--- src/design/hvi_map.vh ---
// hvi_map.vh: offsets, field positions, reset values and timing counts
// of the high-voltage indirect register interface.
// assumes a 20 MHz system clock and a 32-bit byte address on the register port.
`ifndef HVI_MAP_VH
`define HVI_MAP_VH

// memory-mapped offsets
`define HVI_CMD_ADDR      32'hFFFF0804
`define HVI_DAT_ADDR      32'hFFFF080C

// command codes
`define HVI_CMD_RD_CFG0   8'h00
`define HVI_CMD_RD_CFG1   8'h01
`define HVI_CMD_RD_STA    8'h02
`define HVI_CMD_RD_MON    8'h03
`define HVI_CMD_WR_CFG0   8'h08
`define HVI_CMD_WR_CFG1   8'h09

// command register read fields
`define HVI_CMD_BUSY_BIT  0
`define HVI_CMD_RDOK_BIT  1
`define HVI_CMD_TXOK_BIT  2

// data holding register fields
`define HVI_DAT_CMD_MSB   11
`define HVI_DAT_CMD_LSB   8
`define HVI_DAT_RST       12'h000

// config zero fields and reset
`define HVI_CFG_RST       8'h00
`define HVI_CFG0_TSD_DIS  7
`define HVI_CFG0_POSC_EN  6
`define HVI_CFG0_BSD      5
`define HVI_CFG0_WAKE     4
`define HVI_CFG0_PSM_EN   3
`define HVI_CFG0_LVF_EN   2
`define HVI_CFG0_LIN_MSB  1
`define HVI_CFG0_LIN_LSB  0
`define HVI_LIN_ENABLED   2'h2

// timing: system clock, link clock and worst-case command latency
`define HVI_SYS_CLK_KHZ   20000
`define HVI_LINK_CLK_KHZ  2560
`define HVI_LINK_HALF_CYC ((`HVI_SYS_CLK_KHZ + 2 * `HVI_LINK_CLK_KHZ - 1) / (2 * `HVI_LINK_CLK_KHZ))
`define HVI_CMD_LAT_NS    10000
`define HVI_CMD_LAT_CYC   ((`HVI_CMD_LAT_NS * (`HVI_SYS_CLK_KHZ / 1000)) / 1000)

// frame: 16 bits out (command, data), 9 bits back (data, acknowledge)
`define HVI_TX_BITS       16
`define HVI_FRAME_BITS    25

`endif

--- src/design/hvi_link.v ---
// hvi_link.v: two-wire serial frame engine toward the high-voltage die.
// assumes the far die samples data on the rising link clock and answers
// on the data wire once this end releases it after the sixteenth bit.
`timescale 1ns/1ns
`include "hvi_map.vh"

module hvi_link (
	input  wire        i_clk,
	input  wire        i_rstn,
	input  wire        i_start,
	input  wire [15:0] i_tx_word,
	input  wire        i_dat_i,
	output reg         o_done,
	output reg  [8:0]  o_rx_word,
	output reg         o_link_clk,
	output reg         o_dat_o,
	output reg         o_dat_oe
);

localparam [1:0] ST_IDLE  = 2'b01;
localparam [1:0] ST_SHIFT = 2'b10;
// integer forms first, then cut to the counter widths on purpose
localparam integer HALF_LAST_I = `HVI_LINK_HALF_CYC - 1;
localparam integer TX_LAST_I   = `HVI_TX_BITS - 1;
localparam integer BIT_LAST_I  = `HVI_FRAME_BITS - 1;
localparam [2:0]   HALF_LAST   = HALF_LAST_I[2:0];
localparam [4:0]   TX_LAST     = TX_LAST_I[4:0];
localparam [4:0]   BIT_LAST    = BIT_LAST_I[4:0];

reg [1:0]  state_q;
reg [2:0]  div_q;
reg [4:0]  bit_q;
reg [15:0] sh_q;

////////////////////////////////////////////////////////////////////////////////
// frame sequencer: msb first, data changes while the link clock is low
always @(posedge i_clk or negedge i_rstn) begin
	if (!i_rstn) begin
		state_q    <= ST_IDLE;
		div_q      <= 3'h0;
		bit_q      <= 5'h00;
		sh_q       <= 16'h0000;
		o_done     <= 1'b0;
		o_rx_word  <= 9'h000;
		o_link_clk <= 1'b0;
		o_dat_o    <= 1'b0;
		o_dat_oe   <= 1'b0;
	end else begin
		o_done <= 1'b0;
		case (state_q)
			ST_IDLE: begin
				if (i_start) begin
					state_q    <= ST_SHIFT;
					div_q      <= 3'h0;
					bit_q      <= 5'h00;
					sh_q       <= i_tx_word;
					o_rx_word  <= 9'h000;
					o_dat_o    <= i_tx_word[15];
					o_dat_oe   <= 1'b1;
				end
			end
			ST_SHIFT: begin
				if (div_q == HALF_LAST) begin
					div_q      <= 3'h0;
					o_link_clk <= ~o_link_clk;
					if (!o_link_clk) begin
						// answer bits are taken on the rising edge
						if (bit_q > TX_LAST)
							o_rx_word <= {o_rx_word[7:0], i_dat_i};
					end else if (bit_q == BIT_LAST) begin
						state_q  <= ST_IDLE;
						o_done   <= 1'b1;
						o_dat_oe <= 1'b0;
						o_dat_o  <= 1'b0;
					end else begin
						bit_q    <= bit_q + 5'h01;
						sh_q     <= {sh_q[14:0], 1'b0};
						o_dat_o  <= sh_q[14];
						// wire released after the last sent bit, far end drives
						o_dat_oe <= (bit_q < TX_LAST);
					end
				end else begin
					div_q <= div_q + 3'h1;
				end
			end
			default: begin
				state_q    <= ST_IDLE;
				o_link_clk <= 1'b0;
				o_dat_oe   <= 1'b0;
			end
		endcase
	end
end

endmodule // hvi_link

--- src/design/hvi_top.v ---
// hvi_top.v: command interpreter, data holding register and config zero of
// the high-voltage indirect register interface.
// assumes single-cycle register writes and reads on a 32-bit byte address,
// read data returned one clock later; link pins go to the high-voltage die.
`timescale 1ns/1ns
`include "hvi_map.vh"

module hvi_top (
	input  wire        I_CLK,
	input  wire        I_RSTN,
	input  wire [31:0] I_ADDR,
	input  wire        I_WR,
	input  wire        I_RD,
	input  wire [31:0] I_WDATA,
	input  wire        I_THERMAL_EVENT,
	input  wire        I_SUPPLY_LOW,
	input  wire        I_IRQ_ENABLE_SUPPLY,
	input  wire        I_LINK_DAT_I,
	output reg  [31:0] O_RDATA,
	output reg         O_WAKE_DRV_EN,
	output reg         O_WAKE_PIN_HIGH,
	output reg         O_WAKE_PIN_PULLDOWN,
	output reg         O_POSC_EN,
	output reg         O_BUS_PULLUP_EN,
	output reg         O_BIT_SERIAL_DEVICE_MODE,
	output reg         O_SUPPLY_MONITOR_EN,
	output reg         O_SUPPLY_IRQ_LINE,
	output reg         O_LOW_VOLTAGE_FLAG_EN,
	output reg         O_LIN_DRV_EN,
	output wire        O_LINK_CLK,
	output wire        O_LINK_DAT_O,
	output wire        O_LINK_DAT_OE
);

localparam [1:0] ST_IDLE = 2'b01;
localparam [1:0] ST_RUN  = 2'b10;

// true for the six documented command codes
function is_valid_cmd;
	input [7:0] cmd;
	begin
		is_valid_cmd = (cmd == `HVI_CMD_RD_CFG0) || (cmd == `HVI_CMD_RD_CFG1) ||
		               (cmd == `HVI_CMD_RD_STA)  || (cmd == `HVI_CMD_RD_MON)  ||
		               (cmd == `HVI_CMD_WR_CFG0) || (cmd == `HVI_CMD_WR_CFG1);
	end
endfunction

// write commands have bit 3 set, reads do not
function is_write_cmd;
	input [7:0] cmd;
	begin
		is_write_cmd = cmd[3];
	end
endfunction

reg  [1:0]  state_q;
reg  [7:0]  cmd_q;
reg  [11:0] hv_data_holding_q;
reg  [7:0]  hv_config_zero_q;
reg  [7:0]  hv_config_one_q;
reg         busy_q;
reg         tx_ok_q;
reg         rd_ok_q;
reg         start_q;
reg  [7:0]  hv_command_rd;
wire        link_done;
wire [8:0]  link_rx;
wire        cmd_sel;
wire        dat_sel;
wire        cmd_wr_ok;
wire        ack;

assign cmd_sel = (I_ADDR == `HVI_CMD_ADDR);
assign dat_sel = (I_ADDR == `HVI_DAT_ADDR);
// a new command is accepted only when idle and the code is documented
assign cmd_wr_ok = I_WR && cmd_sel && (state_q == ST_IDLE) &&
                   is_valid_cmd(I_WDATA[7:0]);
assign ack = link_rx[0];

////////////////////////////////////////////////////////////////////////////////
// serial link toward the high-voltage die
hvi_link u_link (
	.i_clk      (I_CLK),
	.i_rstn     (I_RSTN),
	.i_start    (start_q),
	.i_tx_word  ({cmd_q, hv_data_holding_q[7:0]}),
	.i_dat_i    (I_LINK_DAT_I),
	.o_done     (link_done),
	.o_rx_word  (link_rx),
	.o_link_clk (O_LINK_CLK),
	.o_dat_o    (O_LINK_DAT_O),
	.o_dat_oe   (O_LINK_DAT_OE)
);

////////////////////////////////////////////////////////////////////////////////
// command sequencer: busy from accept until the link frame ends
always @(posedge I_CLK or negedge I_RSTN) begin
	if (!I_RSTN) begin
		state_q <= ST_IDLE;
		cmd_q   <= 8'h00;
		busy_q  <= 1'b0;
		tx_ok_q <= 1'b0;
		rd_ok_q <= 1'b0;
		start_q <= 1'b0;
	end else begin
		start_q <= 1'b0;
		case (state_q)
			ST_IDLE: begin
				if (cmd_wr_ok) begin
					state_q <= ST_RUN;
					cmd_q   <= I_WDATA[7:0];
					busy_q  <= 1'b1;
					start_q <= 1'b1;
				end
			end
			ST_RUN: begin
				if (link_done) begin
					state_q <= ST_IDLE;
					busy_q  <= 1'b0;
					// outcome valid only once busy drops
					tx_ok_q <= ack;
					rd_ok_q <= ack && !is_write_cmd(cmd_q);
				end
			end
			default: begin
				state_q <= ST_IDLE;
				busy_q  <= 1'b0;
			end
		endcase
	end
end

////////////////////////////////////////////////////////////////////////////////
// data holding register: software owns the low byte, the command nibble is
// hardware only; a finished frame wins over a same-cycle software write
always @(posedge I_CLK or negedge I_RSTN) begin
	if (!I_RSTN) begin
		hv_data_holding_q <= `HVI_DAT_RST;
	end else if ((state_q == ST_RUN) && link_done) begin
		hv_data_holding_q[`HVI_DAT_CMD_MSB:`HVI_DAT_CMD_LSB] <= cmd_q[3:0];
		if (ack && !is_write_cmd(cmd_q))
			hv_data_holding_q[7:0] <= link_rx[8:1];
	end else if (I_WR && dat_sel) begin
		hv_data_holding_q[7:0] <= I_WDATA[7:0];
	end
end

////////////////////////////////////////////////////////////////////////////////
// indirect config registers: updated only by an acknowledged write command
always @(posedge I_CLK or negedge I_RSTN) begin
	if (!I_RSTN) begin
		hv_config_zero_q <= `HVI_CFG_RST;
		hv_config_one_q  <= `HVI_CFG_RST;
	end else if ((state_q == ST_RUN) && link_done && ack) begin
		if (cmd_q == `HVI_CMD_WR_CFG0)
			hv_config_zero_q <= hv_data_holding_q[7:0];
		if (cmd_q == `HVI_CMD_WR_CFG1)
			hv_config_one_q <= hv_data_holding_q[7:0];
	end
end

////////////////////////////////////////////////////////////////////////////////
// command register read view: reserved bits read zero
always @* begin
	hv_command_rd = 8'h00;
	hv_command_rd[`HVI_CMD_BUSY_BIT] = busy_q;
	hv_command_rd[`HVI_CMD_RDOK_BIT] = rd_ok_q;
	hv_command_rd[`HVI_CMD_TXOK_BIT] = tx_ok_q;
end

// registered read port; unmapped addresses read zero
always @(posedge I_CLK or negedge I_RSTN) begin
	if (!I_RSTN) begin
		O_RDATA <= 32'h00000000;
	end else if (I_RD && cmd_sel) begin
		O_RDATA <= {24'h000000, hv_command_rd};
	end else if (I_RD && dat_sel) begin
		O_RDATA <= {20'h00000, hv_data_holding_q};
	end else begin
		O_RDATA <= 32'h00000000;
	end
end

////////////////////////////////////////////////////////////////////////////////
// config zero controls, registered so each output leaves a flip-flop
always @(posedge I_CLK or negedge I_RSTN) begin
	if (!I_RSTN) begin
		O_WAKE_DRV_EN            <= 1'b1;
		O_WAKE_PIN_HIGH          <= 1'b0;
		O_WAKE_PIN_PULLDOWN      <= 1'b1;
		O_POSC_EN                <= 1'b0;
		O_BUS_PULLUP_EN          <= 1'b1;
		O_BIT_SERIAL_DEVICE_MODE <= 1'b0;
		O_SUPPLY_MONITOR_EN      <= 1'b0;
		O_SUPPLY_IRQ_LINE        <= 1'b0;
		O_LOW_VOLTAGE_FLAG_EN    <= 1'b0;
		O_LIN_DRV_EN             <= 1'b0;
	end else begin
		// thermal event kills the wake driver unless shutdown is disabled
		O_WAKE_DRV_EN <= hv_config_zero_q[`HVI_CFG0_TSD_DIS] ||
		                 !I_THERMAL_EVENT;
		O_WAKE_PIN_HIGH     <= hv_config_zero_q[`HVI_CFG0_WAKE];
		O_WAKE_PIN_PULLDOWN <= !hv_config_zero_q[`HVI_CFG0_WAKE];
		// start-up of the oscillator itself is analog, not timed here
		O_POSC_EN <= hv_config_zero_q[`HVI_CFG0_POSC_EN];
		O_BUS_PULLUP_EN          <= !hv_config_zero_q[`HVI_CFG0_BSD];
		O_BIT_SERIAL_DEVICE_MODE <= hv_config_zero_q[`HVI_CFG0_BSD];
		O_SUPPLY_MONITOR_EN <= hv_config_zero_q[`HVI_CFG0_PSM_EN];
		// level interrupt while the low-supply condition lasts
		O_SUPPLY_IRQ_LINE <= hv_config_zero_q[`HVI_CFG0_PSM_EN] &&
		                     I_IRQ_ENABLE_SUPPLY && I_SUPPLY_LOW;
		O_LOW_VOLTAGE_FLAG_EN <= hv_config_zero_q[`HVI_CFG0_LVF_EN];
		// reserved modes leave the driver off rather than guess
		O_LIN_DRV_EN <= (hv_config_zero_q[`HVI_CFG0_LIN_MSB:`HVI_CFG0_LIN_LSB] ==
		                 `HVI_LIN_ENABLED);
	end
end

endmodule // hvi_top

--- config.mk ---
export PLATFORM = sky130hd
export DESIGN_NAME = hvi_top
export DESIGN_NICKNAME = d
export VERILOG_FILES = /design/src/design/hvi_link.v /design/src/design/hvi_top.v
export VERILOG_INCLUDE_DIRS = /design/src /design/src/design
export SDC_FILE = /design/constraint.sdc
export NUM_CORES = 1
export LEC_CHECK = 0
export CAP_MARGIN = 20
export CORE_ASPECT_RATIO = 1.75
export CORE_MARGIN = 4
export CORE_UTILIZATION = 45
export DETAILED_ROUTE_END_ITERATION = 12
export DONT_BUFFER_PORTS = 1
export GPL_ROUTABILITY_DRIVEN = 0
export GPL_TIMING_DRIVEN = 0
export PLACE_DENSITY = 0.69
export SETUP_SLACK_MARGIN = 0.15
export SLEW_MARGIN = 20
export SYNTH_ARGS = -nofsm -noshare
export SYNTH_HDL_FRONTEND = slang
export SYNTH_SLANG_ARGS = --single-unit
export TNS_END_PERCENT = 100
--- constraint.sdc ---
create_clock -name I_CLK -period 2.65 [get_ports I_CLK]
set_input_delay 0.53 -clock I_CLK [delete_from_list [all_inputs] [get_ports I_CLK]]
set_output_delay 0.53 -clock I_CLK [all_outputs]
set_load 0.02 [all_outputs]
==> results of run 1 <==
-- path summary, 6_finish.rpt --
kind / to / cells past startpoint / from / slack [ns]
max: u_link.sh_q[12] / 9 / u_link.state_q[0] / 0.60
min in group I_CLK: O_WAKE_DRV_EN / 1 / I_THERMAL_EVENT / 0.24
min: u_link.o_rx_word[8] / 0 / I_RSTN / -0.12
max reg2reg: u_link.sh_q[12] / 9 / u_link.state_q[0] / 0.60
max in group asynchronous: u_link.state_q[0] / 0 / I_RSTN / 2.56
min reg2reg: O_LOW_VOLTAGE_FLAG_EN / 0 / hv_config_zero_q[2] / 0.38
-- stage by stage --
step | power (mW) | util | area, µm²
3_5_place_dp | 1.515 | 0.4815 | 4531
3_3_place_gp | 1.514 | 0.4815 | 4531
2_1_floorplan | 1.511 | - | 4378
5_1_grt | 2.828 | 0.5120 | 4817
4_1_cts | 2.759 | 0.5120 | 4817
6_report | 2.728 | 0.5120 | 4817
-- layout make-up --
cell class                      instances  area, µm²
Fill cell                             855       4592
Clock inverter                          7      61.31
Tap cell                              122      152.6
Multi-Input combinational cell        233       1710
Buffer                                 37      259.0
Sequential cell                        93       2333
Inverter                               20      75.07
Clock buffer                            9      225.2
-- state kept, by name, summed over array words and instances (netlist names), 2 cells and up --
signal             count
O_RDATA               12
cmd_q                  8
state_q                2
u_link.div_q           3
hv_data_holding_q     12
u_link.sh_q           15
u_link.state_q         2
u_link.bit_q           5
u_link.o_rx_word       9
hv_config_zero_q       8
-- cells by family (layout without fill, tap and decap cells) --
kind of cell,after synthesis,in the layout,synth area share
other cells,1,20,0.0008708
buf+inv,57,73,0.07757
flops,93,93,0.5418
fa+ha+maj,6,6,0.01743
mux,54,54,0.1336
compound gates,57,57,0.08978
simple gates,96,96,0.1389
-- report_power, final --
group / internal [mW] / leakage [nW] / switching [mW] / total (mW)
Clock: 0.658 / 0.142 / 0.581 / 1.24
Sequential: 1.42 / 1.28 / 0.00145 / 1.42
Combinational: 0.0280 / 0.975 / 0.0394 / 0.0674
-- metal layers --
layer  global-route usage  vias up  routed length, µm
li1                     -     1301                  -
met1               0.1904     1349               3433
met2               0.3245       93               5194
met3              0.05105       19                521
met4              0.07671        0                238
met5                    0        -                  0
-- cells in the final DEF (no fill, tap or decap), types with 2 or more instances in the layout --
master,count
dfrtp_1,88
mux2_2,27
mux2i_1,26
nand2_1,24
a21oi_1,23
buf_4,22
conb_1,20
inv_1,19
o21ai_0,12
and4_1,11
and3_1,10
a21oi_2,9
clkbuf_16,9
clkbuf_1,7
nand3_1,7
nor2_1,6
nor2b_1,6
ha_1,6
inv_6,6
dfstp_2,5
nor4_1,4
nor4b_1,4
nand4_1,4
buf_2,4
nor3_1,4
nand2b_1,3
nor3b_1,2
nand4b_1,2
buf_6,2
o22ai_1,2
==> out/results.ini, run 1 <==
[status]
status = finished with violations
violations = negative hold slack

[floorplan]
start_util = 0.4577
dieArea_um2 = 11260
die_x_um = 81.95
fp-row-count = 47
core_um2 = 9409
dieHeight_um = 137.4
io_pins = 117

[timing]
tns_ns = 0
setup_slack_ns = 0.5979
finClkSkew_ns = 0.01010
max_clock_freq_mhz = 487.3
hold_violations = 88
period_share = 0.7744
worst_slew_pin_slew_ns = 0.7151
hold-worst-slack_ns = -0.1205
relSlewSlack = 0.5232
grt_setup_unrepaired = false
setup_viol = 0
slew_viol_final = 0
finalCriticalPeriod_ns = 2.052

[drt]
drt-wirelength-per-cell_um = 18.02
vias = 2762
drcViolationCount = 0
final_antenna_net_count = 0
dr.first_iter.drc_count = 161
routed_via_density = 5.301
first_pass_iters = 4
wirelength_mm = 9.387

[synth]
async_flop_share = 1.000
synthFlopType = dfrtp_1
yosysTopAreaCellShare = 0.5113
synth_top_area_cell = dfrtp_1
yosysWarnings = 0
yosys.cell_types.count = 52
synth.cell_area_um2 = 4307
synth.avg_cell_area_um2 = 11.83
yosysMostFrequentCell = dfrtp_1
synthTopCellsByArea = dfrtp_1 (51%), mux2_2 (7.1%), mux2i_1 (6.0%)
yosys_register_bits = 93
seq_area_frac_synth = 0.5418
syn_inst = 364
synth-edff-count = 0
synthTopCellsByCount = dfrtp_1 (88), mux2_2 (27), mux2i_1 (26)

[critical_path]
path_buf_inv = 5
crit_required_ns = 2.92
path_class = reg2reg
crit_fanout = 10
path_delay_family = buffers and inverters
cp-start-kind = flop
path_cells = inv_1, ha_1, buf_2, inv_2, or2_1, buf_6, clkbuf_1, a21oi_1, a21oi_2
crit_slowest_cell = dfstp_2
crit_arrival_ns = 2.32
end_kind = flop
slowest_delay_ns = 0.54

[clock_tree]
clk_pin_slew_ns = 0.07
cts.sinks = 93
cts_tree = built
h-tree-depth = 3
clk-insertion-delay-late_ns = 0.35
postCtsResizedCells = 0
postCtsSetupBuffers = 0
root_buffer = clkbuf_16
numCtsBuffers = 9
clock_path_buffers = 2

[min_path]
min_path_type = in2async

[global_routing]
grt_pass1_wl_mm = 14.97
grt_pass1_vias = 3021
grt_max_degree = 94
grt_use_total = 0.1801
grt_overflow = 0
antenna_found_initial = 0

[layout]
stdcell_count = 521
drive_gt1_frac = 0.2431
area_growth_pct = 11.85
finalNetCount = 472
antennaDiodeCount = 0

[placed_design]
hpwl_mm = 7.024
portBuffers = 0
dp_slack_ns = 0.6722
dp_cells = 505

[flow_run]
max-cap-violations = 0

[pwr]
ir_drop_mv = 0.3638
cellPowerDensity_nw_per_um2 = 566.4
leakage_nw = 2.400

(Power assumes the default switching activity.)
==> run 2, diff against run 1 <==
--- a/config.mk
+++ b/config.mk
@@ -14,7 +14,7 @@
 export DONT_BUFFER_PORTS = 1
 export GPL_ROUTABILITY_DRIVEN = 0
 export GPL_TIMING_DRIVEN = 0
-export PLACE_DENSITY = 0.69
+export PLACE_DENSITY = 0.71
 export SETUP_SLACK_MARGIN = 0.15
 export SLEW_MARGIN = 20
 export SYNTH_ARGS = -nofsm -noshare
==> constraint.sdc (replaced) <==
create_clock -name I_CLK -period 1.7 [get_ports I_CLK]
set_input_delay 0.34 -clock I_CLK [delete_from_list [all_inputs] [get_ports I_CLK]]
set_output_delay 0.34 -clock I_CLK [all_outputs]
set_load 0.02 [all_outputs]
==> run 2 against run 1 <==
The run ends with negative hold slack, negative setup slack left. Register-to-register slack got worse by 0.73 ns. Combinational power is 62% higher. Sequential share of layout area shrank 7.6 points. Highest routed layer unchanged.
==> out/results.ini, run 2 (synthesis gave the netlist of run 1 again) <==
[status]
status = finished with violations
violations = negative hold slack, negative setup slack

[drt]
drcViolationCount = 0  ; unchanged
vias = 3053  ; +11%
final_antenna_net_count = 0  ; unchanged
routed_via_density = 5.481  ; +3.4%
wirelength_mm = 11.26  ; +20%
dr.first_iter.drc_count = 218  ; +35%
drt-wirelength-per-cell_um = 20.22  ; +12%
first_pass_iters = 4  ; unchanged

[critical_path]
cp-start-kind = flop
reg2reg_to = u_link.bit_q[3]
crit_required_ns = 1.93  ; -0.99 ns
rrSetupSlack_ns = -0.13  ; -0.73 ns
endpoint = u_link.bit_q[3]
r2r_cells = 7  ; -2
crit_fanout = 9  ; -1
startpoint = u_link.state_q[0]
path_class = reg2reg
r2r-start = u_link.state_q[0]
crit_arrival_ns = 2.06  ; -0.26 ns
end_kind = flop

[pwr]
ir_drop_mv = 0.6453  ; +77%
cellPowerDensity_nw_per_um2 = 791.1  ; +40%
leakage_nw = 2.770  ; +15%

[min_path]
min_path_type = in2async

[timing]
hold_violations = 93  ; +5.7%
finalCriticalPeriod_ns = 1.833  ; -0.2193 ns
grt_setup_unrepaired = true
tns_ns = -2.105  ; -2.105 ns
finClkSkew_ns = 0.007509  ; -0.002589 ns
setup_slack_ns = -0.1328  ; -0.7307 ns
hold-worst-slack_ns = -0.3180  ; -0.1975 ns
setup_viol = 29  ; +29
period_share = 1.078  ; +0.3038
slew_viol_final = 0  ; unchanged
max_clock_freq_mhz = 545.6  ; +12%

[global_routing]
grt_pass1_wl_mm = 16.54  ; +10%
grt_pass1_vias = 3270  ; +8.2%
grt_overflow = 0  ; unchanged
grt_max_degree = 94  ; unchanged
grt_use_total = 0.2011  ; +0.02098
antenna_found_initial = 0  ; unchanged

[clock_tree]
cts.sinks = 93  ; unchanged
numCtsBuffers = 9  ; unchanged
clk_pin_slew_ns = 0.07  ; about the same
cts_tree = built
h-tree-depth = 3  ; unchanged
clk-insertion-delay-late_ns = 0.35  ; about the same
clock_path_buffers = 2  ; unchanged
root_buffer = clkbuf_16

[floorplan]
die_x_um = 81.95  ; unchanged
dieArea_um2 = 11260  ; unchanged
core_um2 = 9409  ; unchanged
io_pins = 117  ; unchanged
start_util = 0.4577  ; unchanged
dieHeight_um = 137.4  ; unchanged
fp-row-count = 47  ; unchanged

[layout]
regMostFlops = u_link.sh_q
finalNetCount = 508  ; +7.6%
antennaDiodeCount = 0  ; unchanged
fin_util = 0.6082  ; +0.09628
largest_reg_flops = 15  ; unchanged
mostFrequentLayoutCell = dfrtp_1
layout_common_cells = dfrtp_1 (86), buf_4 (45), mux2i_1 (26), nand2_1 (22), conb_1 (20)
area_growth_pct = 32.89
reg_top3 = u_link.sh_q x15, O_RDATA x12, hv_data_holding_q x12
drive_gt1_frac = 0.4368  ; +0.1937

[flow_run]
max-cap-violations = 0  ; unchanged

[placed_design]
hpwl_mm = 6.925  ; -1.4%
portBuffers = 0  ; unchanged

[run 2: final cells by class]
cell class,instances,area [µm²]
Timing Repair Buffer,36,371.6
Tap cell,122,152.6
Fill cell,714,3686
Sequential cell,93,2336
Inverter,20,80.08
Clock buffer,11,242.7
Buffer,37,360.3
Clock inverter,5,82.58
Multi-Input combinational cell,233,2097
[run 2: where the power goes]
part	total, mW	leakage [nW]	switching, mW	internal (mW)
Sequential	2.22	1.28	0.00203	2.22
Clock	2.20	0.160	0.866	1.33
Combinational	0.109	1.33	0.0627	0.0465
[run 2: stage by stage]
step | instance area, µm² | cells | setup WS, ns | power [mW]
after floorplan | 4452 | 383 | -0.003007 | 2.357
after global placement | 4604 | 505 | -0.1325 | 2.362
after detailed placement | 4604 | 505 | -0.1999 | 2.363
after CTS | 5385 | 549 | -0.07747 | 4.537
after global routing | 5723 | 557 | -0.2009 | 4.650
final | 5723 | 557 | -0.1328 | 4.527
[run 2: repair_timing]
item                                    CTS  global route
endpoints found under the hold margin    93            93
resized for setup                        47            63
endpoints found under the setup margin   57            61
setup buffers                            25             7
pin swaps                                15             5
cloned                                    3             1
[run 2: worst min path at each step]
stage | slack, ns | to | start | cells after the start
finish | -0.32 | u_link.o_rx_word[4] | I_RSTN | 0
global route | -0.33 | u_link.o_rx_word[7] | I_RSTN | 0
CTS | -0.32 | u_link.o_rx_word[7] | I_RSTN | 0
detailed placement | 0.05 | u_link.o_rx_word[7] | I_RSTN | 0
global placement | 0.05 | u_link.o_rx_word[7] | I_RSTN | 0
floorplan | 0.04 | O_BIT_SERIAL_DEVICE_MODE | I_RSTN | 0
[run 2: worst max-delay path, cell delays in order, from the launching register on]
cell and delay (ns):
dfstp_2 0.54, inv_2 0.05, ha_4 0.15, buf_12 0.14, a211oi_4 0.25, buf_6 0.18
nand2_4 0.06, a221o_1 0.33
[run 2: routing by layer]
metal | vias up | routed length, µm | track usage
met5 | - | 0 | 0
met4 | 0 | 503 | 0.1192
met3 | 42 | 645 | 0.03599
met2 | 118 | 6359 | 0.3731
met1 | 1518 | 3752 | 0.2005
li1 | 1375 | - | -
